<file path="src/design/elas_pkg.sv">
// Shared constants and types for the effects link and serial audio block.
// Assumes a 100 MHz core clock and a 16 MHz oscillator on a pin.
package elas_pkg;

   // ------------------------------------------------------------
   // Clock rates
   // ------------------------------------------------------------
   localparam int CLK_HZ = 100_000_000;
   localparam int OSC_HZ = 16_000_000;
   localparam int FX_CLK_FAST_HZ = 64_000_000;
   localparam int FX_CLK_SLOW_HZ = 32_000_000;
   localparam int DAC_HZ = 8_000_000;
   localparam int DAC_FS_RATIO = 256;
   localparam int BITS_PER_WORD = 32;
   localparam int FS_HZ = DAC_HZ / DAC_FS_RATIO;
   localparam int BIT_HZ = FS_HZ * 2 * BITS_PER_WORD;

   // ------------------------------------------------------------
   // Divider counts in oscillator rising edges
   // ------------------------------------------------------------
   localparam int DAC_HALF = OSC_HZ / (2 * DAC_HZ);
   localparam int BCLK_HALF = OSC_HZ / (2 * BIT_HZ);
   localparam int DAC_CNT_W = $clog2(DAC_HALF + 1);
   localparam int BCLK_CNT_W = $clog2(BCLK_HALF + 1);
   localparam logic [DAC_CNT_W-1:0] DAC_LAST = DAC_CNT_W'(DAC_HALF - 1);
   localparam logic [BCLK_CNT_W-1:0] BCLK_LAST =
      BCLK_CNT_W'(BCLK_HALF - 1);

   // ------------------------------------------------------------
   // Word layout
   // ------------------------------------------------------------
   localparam int SAMPLE_W = 18;
   localparam int BYTE_W = 9;
   localparam int SLOT_W = $clog2(BITS_PER_WORD);
   localparam logic [SLOT_W-1:0] SLOT_LAST = SLOT_W'(BITS_PER_WORD - 1);
   localparam logic [SLOT_W-1:0] SLOT_DATA_LAST = SLOT_W'(SAMPLE_W - 1);
   localparam logic [SLOT_W-1:0] SLOT_DATA_END = SLOT_W'(SAMPLE_W);
   localparam logic WS_LEFT = 1'b0;
   localparam logic WS_RIGHT = 1'b1;

   typedef struct packed {
      logic [SAMPLE_W-1:0] l;
      logic [SAMPLE_W-1:0] r;
   } elas_pair_t;

   typedef struct packed {
      elas_pair_t synth;
      elas_pair_t send;
   } elas_frame_t;

   typedef struct packed {
      logic osc;
      logic ret;
      logic sel_n;
      logic oe_n;
      logic type_sel;
      logic byte_sel;
   } elas_pins_t;

   localparam elas_pins_t PINS_IDLE = '{osc: 1'b0, ret: 1'b0,
      sel_n: 1'b1, oe_n: 1'b1, type_sel: 1'b0, byte_sel: 1'b0};

   typedef enum logic [2:0] {
      ST_IDLE = 3'h1,
      ST_LEFT = 3'h2,
      ST_RIGHT = 3'h4
   } elas_st_t;

   typedef struct packed {
      elas_pins_t s1;
      elas_pins_t s2;
      logic osc_prev;
      logic [DAC_CNT_W-1:0] dac_cnt;
      logic dac_clk;
      logic [BCLK_CNT_W-1:0] bclk_cnt;
      logic bclk;
      logic ws;
      logic [SLOT_W-1:0] slot;
      elas_st_t st;
      elas_frame_t frame;
      elas_pair_t mix;
      logic [SAMPLE_W-1:0] sh_synth;
      logic [SAMPLE_W-1:0] sh_send;
      logic [SAMPLE_W-1:0] sh_mix;
      logic [SAMPLE_W-1:0] ret_sh;
      logic [SAMPLE_W-1:0] ret_l;
      elas_pair_t ret_out;
      logic ret_valid;
      logic sd_synth;
      logic sd_send;
      logic sd_mix;
      logic sync_n;
      logic [BYTE_W-1:0] send_bus;
      logic send_oe;
      logic ram_ce_n;
      logic reg_sel_n;
   } elas_state_t;

endpackage

</file>
<file path="src/design/elas_fifo.sv">
// Synchronous FIFO with valid/ready on both sides.
// Assumes both sides run on the same clock and reset.
`timescale 1ns/1ps
module elas_fifo #(
   parameter int WIDTH = 8,
   parameter int DEPTH = 8
) (
   input wire logic i_clk,
   input wire logic i_srst,
   input wire logic i_in_valid,
   output logic o_in_ready,
   input wire logic [WIDTH-1:0] i_in_data,
   output logic o_out_valid,
   input wire logic i_out_ready,
   output logic [WIDTH-1:0] o_out_data
);
   localparam int AW = (DEPTH > 1) ? $clog2(DEPTH) : 1;
   localparam logic [AW-1:0] PTR_LAST = AW'(DEPTH - 1);
   localparam logic [AW:0] CNT_FULL = (AW + 1)'(DEPTH);

   typedef struct packed {
      logic [AW-1:0] wr;
      logic [AW-1:0] rd;
      logic [AW:0] cnt;
   } elas_fifo_st_t;

   logic [WIDTH-1:0] mem [DEPTH];
   elas_fifo_st_t r;
   elas_fifo_st_t n;
   logic push;
   logic pop;

   assign o_in_ready = (r.cnt != CNT_FULL);
   assign o_out_valid = (r.cnt != '0);
   assign o_out_data = mem[r.rd];
   assign push = i_in_valid && o_in_ready;
   assign pop = o_out_valid && i_out_ready;

   always_comb begin
      n = r;
      if (push) begin
         n.wr = (r.wr == PTR_LAST) ? '0 : AW'(r.wr + 1'b1);
      end
      if (pop) begin
         n.rd = (r.rd == PTR_LAST) ? '0 : AW'(r.rd + 1'b1);
      end
      if (push && !pop) begin
         n.cnt = (AW + 1)'(r.cnt + 1'b1);
      end else if (pop && !push) begin
         n.cnt = (AW + 1)'(r.cnt - 1'b1);
      end
      if (i_srst) begin
         n = '0;
      end
   end

   always_ff @(posedge i_clk) begin
      r <= n;
      if (push) begin
         mem[r.wr] <= i_in_data;
      end
   end

endmodule

</file>
<file path="src/design/elas_top.sv">
// Effects link and four-line serial audio block of the synthesizer.
// Assumes pins reach it unsynchronised; the PLL taps arrive as clocks.
//
// Overview of operation
// RL1: Effects master clock runs at 64 MHz.
// RL2: Effects master clock switchable to 32 MHz.
// RL3: Register select low during controller effects access.
// RL4: Select and output-enable low make a request.
// RL5: Data-type select picks delay RAM or device.
// RL6: Byte select puts high or low byte out.
// RL7: Nine-bit send bus released when idle.
// RL8: RAM enable low when select low, type low.
// RL9: Sync pulse low marks each frame start.
// RL10: DAC master clock at 256 times word rate.
// RL11: Synthesis audio on primary serial line.
// RL12: Effects send audio on its own line.
// RL13: Effects return received serially.
// RL14: Mix line carries synthesis plus return.
// RL15: One bit clock times all four lines.
// RL16: One word select frames all four lines.
// RL17: Audio clocks derived from oscillator only.
// RL18: Synthesis clock is four times oscillator.
// RL19: MSB first, data changes on falling edge.
// RL20: Send bus driven only for device-sourced requests.
`timescale 1ns/1ps
module elas_top #(
   parameter int FIFO_DEPTH = 8
) (
   input wire logic i_clk,
   input wire logic i_srst,
   input wire logic i_pll_clk_x4,
   input wire logic i_pll_clk_x2,
   input wire logic i_fx_clock_slow,
   output logic o_effects_master_clock,
   output logic o_synth_clock,
   input wire logic i_mcu_effects_access,
   output logic o_effects_reg_select_n,
   input wire logic i_effects_request_select_n,
   input wire logic i_effects_request_oe_n,
   input wire logic i_effects_data_type_select,
   input wire logic i_effects_byte_select,
   output logic [elas_pkg::BYTE_W-1:0] o_effects_send_bus,
   output logic o_effects_send_bus_oe,
   output logic o_delay_ram_chip_enable_n,
   output logic o_effects_sync_n,
   input wire logic i_osc_clk,
   output logic o_dac_master_clock,
   output logic o_audio_bit_clock,
   output logic o_audio_word_select,
   output logic o_synth_serial_out,
   output logic o_effects_send_serial_out,
   input wire logic i_effects_return_serial_in,
   output logic o_mix_serial_out,
   input wire logic i_sample_valid,
   output logic o_sample_ready,
   input wire elas_pkg::elas_frame_t i_sample,
   output logic o_return_valid,
   output elas_pkg::elas_pair_t o_return_sample
);
   localparam int SW = elas_pkg::SAMPLE_W;
   localparam int BW = elas_pkg::BYTE_W;

   elas_pkg::elas_state_t r;
   elas_pkg::elas_state_t n;
   logic fifo_valid;
   logic fifo_pop;
   elas_pkg::elas_frame_t fifo_data;

   // ------------------------------------------------------------
   // Saturating mix of two signed samples
   // ------------------------------------------------------------
   function automatic logic [SW-1:0] sat_add(input logic [SW-1:0] a,
                                             input logic [SW-1:0] b);
      logic [SW:0] s;
      s = {a[SW-1], a} + {b[SW-1], b};
      if (s[SW] != s[SW-1]) begin
         sat_add = {s[SW], {(SW - 1){~s[SW]}}};
      end else begin
         sat_add = s[SW-1:0];
      end
   endfunction

   // ------------------------------------------------------------
   // Sample FIFO
   // ------------------------------------------------------------
   elas_fifo #(
      .WIDTH($bits(elas_pkg::elas_frame_t)),
      .DEPTH(FIFO_DEPTH)
   ) u_fifo (
      .i_clk(i_clk),
      .i_srst(i_srst),
      .i_in_valid(i_sample_valid),
      .o_in_ready(o_sample_ready),
      .i_in_data(i_sample),
      .o_out_valid(fifo_valid),
      .i_out_ready(fifo_pop),
      .o_out_data(fifo_data)
   );

   // ------------------------------------------------------------
   // Processor clocks
   // ------------------------------------------------------------
   assign o_effects_master_clock = i_fx_clock_slow ? i_pll_clk_x2 : // RL2
                                   i_pll_clk_x4; // RL1
   assign o_synth_clock = i_pll_clk_x4; // RL18

   // ------------------------------------------------------------
   // Next state
   // ------------------------------------------------------------
   always_comb begin
      logic osc_rise;
      logic bfall;
      logic brise;
      logic new_word;
      logic [elas_pkg::SLOT_W-1:0] ns;
      logic req;
      logic [SW-1:0] word;
      elas_pkg::elas_frame_t fr;
      osc_rise = 1'b0;
      bfall = 1'b0;
      brise = 1'b0;
      new_word = 1'b0;
      ns = '0;
      req = 1'b0;
      word = '0;
      fr = '0;
      fifo_pop = 1'b0;
      n = r;
      n.ret_valid = 1'b0;
      n.s1 = '{osc: i_osc_clk, ret: i_effects_return_serial_in,
         sel_n: i_effects_request_select_n, oe_n: i_effects_request_oe_n,
         type_sel: i_effects_data_type_select,
         byte_sel: i_effects_byte_select};
      n.s2 = r.s1;
      n.osc_prev = r.s2.osc;
      osc_rise = r.s2.osc && !r.osc_prev; // RL17
      if (osc_rise) begin
         n.dac_cnt = DAC_CNT_W_next(r.dac_cnt);
         if (r.dac_cnt == elas_pkg::DAC_LAST) begin
            n.dac_cnt = '0;
            n.dac_clk = !r.dac_clk; // RL10
         end
         n.bclk_cnt = BCLK_CNT_W_next(r.bclk_cnt);
         if (r.bclk_cnt == elas_pkg::BCLK_LAST) begin
            n.bclk_cnt = '0;
            n.bclk = !r.bclk; // RL15
            bfall = r.bclk;
            brise = !r.bclk;
         end
      end
      // Return line sampled on the rising bit clock
      if (brise && r.st != elas_pkg::ST_IDLE &&
          r.slot < elas_pkg::SLOT_DATA_END) begin
         n.ret_sh = {r.ret_sh[SW-2:0], r.s2.ret}; // RL13
         if (r.slot == elas_pkg::SLOT_DATA_LAST) begin
            if (r.ws == elas_pkg::WS_LEFT) begin
               n.ret_l = n.ret_sh;
            end else begin
               n.ret_out = '{l: r.ret_l, r: n.ret_sh};
               n.ret_valid = 1'b1;
            end
         end
      end
      // Outputs advance on the falling bit clock
      if (bfall) begin
         ns = elas_pkg::SLOT_W'(r.slot + 1'b1);
         new_word = (r.slot == elas_pkg::SLOT_LAST);
         n.slot = ns;
         n.sync_n = 1'b1;
         n.sh_synth = {r.sh_synth[SW-2:0], 1'b0};
         n.sh_send = {r.sh_send[SW-2:0], 1'b0};
         n.sh_mix = {r.sh_mix[SW-2:0], 1'b0};
         if (new_word) begin
            n.ws = !r.ws; // RL16
            if (r.ws == elas_pkg::WS_RIGHT) begin
               n.st = elas_pkg::ST_LEFT;
               fifo_pop = fifo_valid;
               fr = fifo_valid ? fifo_data : '0;
               n.frame = fr;
               n.mix.l = sat_add(fr.synth.l, r.ret_out.l); // RL14
               n.mix.r = sat_add(fr.synth.r, r.ret_out.r); // RL14
               n.sh_synth = fr.synth.l;
               n.sh_send = fr.send.l;
               n.sh_mix = n.mix.l;
               n.sync_n = 1'b0; // RL9
            end else begin
               n.st = elas_pkg::ST_RIGHT;
               n.sh_synth = r.frame.synth.r;
               n.sh_send = r.frame.send.r;
               n.sh_mix = r.mix.r;
            end
         end
         if (ns < elas_pkg::SLOT_DATA_END && n.st != elas_pkg::ST_IDLE) begin
            n.sd_synth = n.sh_synth[SW-1]; // RL11 RL19
            n.sd_send = n.sh_send[SW-1]; // RL12 RL19
            n.sd_mix = n.sh_mix[SW-1]; // RL14 RL19
         end else begin
            n.sd_synth = 1'b0;
            n.sd_send = 1'b0;
            n.sd_mix = 1'b0;
         end
         if (new_word) begin
            n.sd_synth = n.sh_synth[SW-1];
            n.sd_send = n.sh_send[SW-1];
            n.sd_mix = n.sh_mix[SW-1];
         end
      end
      // Effects request port
      req = !r.s2.sel_n && !r.s2.oe_n; // RL4
      word = (r.ws == elas_pkg::WS_LEFT) ? r.frame.send.l : r.frame.send.r;
      n.send_oe = req && r.s2.type_sel; // RL5 RL7 RL20
      n.send_bus = r.s2.byte_sel ? word[2*BW-1:BW] : word[BW-1:0]; // RL6
      n.ram_ce_n = !(!r.s2.sel_n && !r.s2.type_sel); // RL8
      n.reg_sel_n = !i_mcu_effects_access; // RL3
      if (i_srst) begin
         n = '0;
         n.s1 = elas_pkg::PINS_IDLE;
         n.s2 = elas_pkg::PINS_IDLE;
         n.ws = elas_pkg::WS_RIGHT;
         n.slot = elas_pkg::SLOT_LAST;
         n.st = elas_pkg::ST_IDLE;
         n.sync_n = 1'b1;
         n.ram_ce_n = 1'b1;
         n.reg_sel_n = 1'b1;
      end
   end

   function automatic logic [elas_pkg::DAC_CNT_W-1:0] DAC_CNT_W_next(
      input logic [elas_pkg::DAC_CNT_W-1:0] c);
      DAC_CNT_W_next = elas_pkg::DAC_CNT_W'(c + 1'b1);
   endfunction

   function automatic logic [elas_pkg::BCLK_CNT_W-1:0] BCLK_CNT_W_next(
      input logic [elas_pkg::BCLK_CNT_W-1:0] c);
      BCLK_CNT_W_next = elas_pkg::BCLK_CNT_W'(c + 1'b1);
   endfunction

   always_ff @(posedge i_clk) begin
      r <= n;
   end

   // ------------------------------------------------------------
   // Outputs
   // ------------------------------------------------------------
   assign o_effects_reg_select_n = r.reg_sel_n;
   assign o_effects_send_bus = r.send_oe ? r.send_bus : '0;
   assign o_effects_send_bus_oe = r.send_oe;
   assign o_delay_ram_chip_enable_n = r.ram_ce_n;
   assign o_effects_sync_n = r.sync_n;
   assign o_dac_master_clock = r.dac_clk;
   assign o_audio_bit_clock = r.bclk;
   assign o_audio_word_select = r.ws;
   assign o_synth_serial_out = r.sd_synth;
   assign o_effects_send_serial_out = r.sd_send;
   assign o_mix_serial_out = r.sd_mix;
   assign o_return_valid = r.ret_valid;
   assign o_return_sample = r.ret_out;
endmodule

</file>
<file path="config.mk">
export PLATFORM = sky130hd
export DESIGN_NAME = elas_top
export DESIGN_NICKNAME = d
export VERILOG_FILES = /design/src/design/elas_pkg.sv /design/src/design/elas_fifo.sv /design/src/design/elas_top.sv
export SDC_FILE = /design/constraint.sdc
export NUM_CORES = 1
export LEC_CHECK = 0
export BUFFER_PORTS_ARGS = -buffer_cell sky130_fd_sc_hd__buf_2
export CAP_MARGIN = 20
export CORE_MARGIN = 4
export CORE_UTILIZATION = 47
export CTS_BUF_LIST = sky130_fd_sc_hd__clkbuf_16
export DETAILED_ROUTE_END_ITERATION = 8
export GPL_TIMING_DRIVEN = 1
export PLACE_DENSITY = 0.66
export SLEW_MARGIN = 30
export SYNTH_ARGS = -nofsm -noshare
export SYNTH_HDL_FRONTEND = slang
export SYNTH_SLANG_ARGS = --single-unit
export TNS_END_PERCENT = 5
</file>
<file path="constraint.sdc">
create_clock -name i_clk -period 8.95 [get_ports i_clk]
set_input_delay 0.895 -clock i_clk [delete_from_list [all_inputs] [get_ports i_clk]]
set_output_delay 0.895 -clock i_clk [all_outputs]
set_load 0.02 [all_outputs]
</file>
==> out/metrics.yaml <==
synthesis:
  async_reset_ff_share_pct: 0
  yosysTopAreaCell: "edfxtp_1"
  synth_top_cell_area_share_pct: 51.4
  ys_seq_elements: 827
  synth_ff_type: "edfxtp_1"
  yosysWarnings: 0
  seq_area_frac_synth_pct: 66.3
  synth_edf_count: 576
  synth.most_common_cell: "edfxtp_1"
  ys_types: 77
  synth_nets: 2464
  avgSynthCellArea_um2: 14.5
  postSynthCellCount: 2327
  netlist_area_um2: 33700
  synthTopCellsByArea: "edfxtp_1 51%, dfxtp_1 15%, mux4_2 10%"
  synth_commonest_cells: "576 x edfxtp_1, 269 x nand2_1, 251 x dfxtp_1"
routing:
  drc: 0
  route.vias.total: 19500
  drtIter0Drc: 1691
  wl_per_cell_um: 23.0
  wirelength_um: 79000
  viasPerCell: 5.70
  detail-route-antenna-nets: 0
  dr.pass1.iters: 7
sta:
  relSlewSlack_pct: 32.8
  hold_viol: 0
  drv_slew: 0
  hold_slack_ns: 0.410
  setup_tns_ns: 0
  period_minus_slack_ns: 5.50
  setup_viol: 0
  fin_crit_sh_pct: 61.4
  rsz0062_at_grt: "no"
  setup_ws_ns: 3.45
  tightest_slew_ns: 1.01
  fmax_ghz: 0.182
  finClkSkew_ns: 0.0253
worst_hold_path:
  holdPathStages: 1
  hold_class: "flip-flop to flip-flop"
place:
  dp_slack_ns: 3.43
  gp_congestion: 0.889
  io_buffers: 143
  place_area_um2: 35000
  dpl.hpwl_um: 49300
critical_path:
  startpoint_type: "flip-flop"
  worstPathArrival_ns: 6.04
  path_max_fanout: 41
  worstSetupEndpointType: "flip-flop"
  worstRegToRegCells: 15
  critPathCapture: "r[158]"
  crit_required_ns: 9.50
  reg2reg_slack_ns: 3.45
  worstReg2RegEnd: "r[158]"
  critPathKind: "flip-flop to flip-flop"
power:
  p_leak_nw: 12.6
  power.density_nw_per_um2: 223
  p_total_mw: 8.41
  peakVddDrop_v: 0.000128
grt:
  grt_pass1_vias: 19400
  grt_pass1_wl_um: 120000
  grt_max_degree: 113
  grt_use_total_pct: 20.8
  antenna_found_initial: 11
  grt.overflow.total: 0
outcome:
  run_status: "complete, no violations"
clock_network:
  cts.sinks: 827
  clk_path_buf_depth: 3
  cts_resized: 0
  cts_tree: "done"
  cts-htree-levels: 3
  cts.clk_slew.worst_paths_ns: 0.06
  cts_setup_buffers: 0
  cts_buffers: 83
  root_buffer: "clkbuf_16"
  cts_hold_buf: 0
  clkLatencyLatePin_ns: 0.64
die:
  core-area_um2: 70500
  die_w_um: 276
  fp-row-count: 97
  die-area_um2: 75900
  start_util_pct: 47.7
  top_level_ports: 144
  chipHeight_um: 276
flow_run:
  drv_cap: 0
finish:
  nNetsFinal: 2556
  layout-drive-gt1-share_pct: 20.7
  final_area_um2: 37700
  area.growth.synth_to_final_pct: 12.1
==> flip-flops by register name, indices dropped and copies added (netlist names), named ones only <==
signal                     cells
o_audio_word_select            1
o_return_valid                 1
r                            191
o_synth_serial_out             1
o_delay_ram_chip_enable_n      1
o_return_sample               36
u_fifo.mem                   576
o_effects_send_serial_out      1
o_dac_master_clock             1
o_audio_bit_clock              1
o_mix_serial_out               1
o_effects_send_bus_oe          1
o_effects_reg_select_n         1
o_effects_sync_n               1
u_fifo.r                      10
==> layout by cell type, fill, tap and decap left out, types with 15 or more instances in the layout <==
master,n
mux2i_1,92
a21oi_1,182
nor2_1,159
buf_4,31
clkinv_2,15
buf_2,142
inv_1,30
nor3_1,31
dfxtp_1,248
nand2_1,269
clkinv_1,20
edfxtp_1,576
clkbuf_16,86
o21ai_1,32
nor2b_1,38
o21ai_0,27
o22ai_1,16
a211oi_1,19
xor2_1,15
a31oi_1,21
ha_1,48
nand3_1,31
xnor2_1,17
mux4_2,153
==> critical path, cell delays in order, from the launching register on <==
cell	delay, ns
dfxtp_4	0.88
buf_4	0.52
mux4_2	0.55
mux2i_1	0.30
nor2_1	0.12
ha_1	0.36
o211ai_1	0.16
a21oi_1	0.15
o41ai_2	0.46
nor2_1	0.10
a21oi_1	0.16
o21ai_0	0.16
xor2_1	0.19
ha_1	0.68
mux2_2	0.40
a211oi_1	0.21
==> layer usage <==
metal / track usage, % / vias up / share of wire (%)
li1: - / 8936 / -
met1: 29.1 / 9851 / 43
met3: 4.21 / 135 / 6.7
met5: 0 / - / 0.17
met4: 5.70 / 18 / 2.2
met2: 33.5 / 601 / 48
==> power breakdown <==
part	total, mW	switching, mW	internal [mW]	leakage [nW]
clock network	3.36	1.45	1.92	1.35
registers	4.24	0.0327	4.20	7.26
logic	0.810	0.550	0.260	3.96
==> how the worst min path moves through the flow <==
stage	start	endpoint	slack, ns
3_3_place_gp	r[269]	o_effects_send_bus_oe	0.38
4_1_cts	i_mcu_effects_access	o_effects_reg_select_n	0.40
6_report	r[269]	o_effects_send_bus_oe	0.41
5_1_grt	i_mcu_effects_access	o_effects_reg_select_n	0.42
2_1_floorplan	r[269]	o_effects_send_bus_oe	0.38
3_5_place_dp	r[269]	o_effects_send_bus_oe	0.40
==> stage by stage <==
step,utilization (%),std cells
global placement,49.7,3272
finish,53.5,3430
global route,53.5,3429
floorplan,-,2327
detailed placement,49.7,3273
CTS,53.5,3427
==> logic make-up (layout without fill, tap and decap cells) <==
group	after synthesis	count (layout)	share of synthesized area, %
DFF	827	827	66.3
and+or+nand+nor	593	593	7.65
AOI/OAI and AO/OA	387	387	7.32
muxes	249	249	13.1
buffers and inverters	186	347	2.74
adders and majority gates	53	53	2.03
xor gates and xnor gates	32	32	0.833
other	0	2	0
==> area by class of cell <==
type	count	area, µm²
Inverter	16	60.1
Multi-Input combinational cell	1314	10500
Sequential cell	827	22300
Tap cell	940	1180
Fill cell	5670	32800
Antenna cell	2	5.00
Clock buffer	86	2150
Clock inverter	68	489
Timing Repair Buffer	177	1010
No activity file was read; power rests on OpenSTA's default activity.
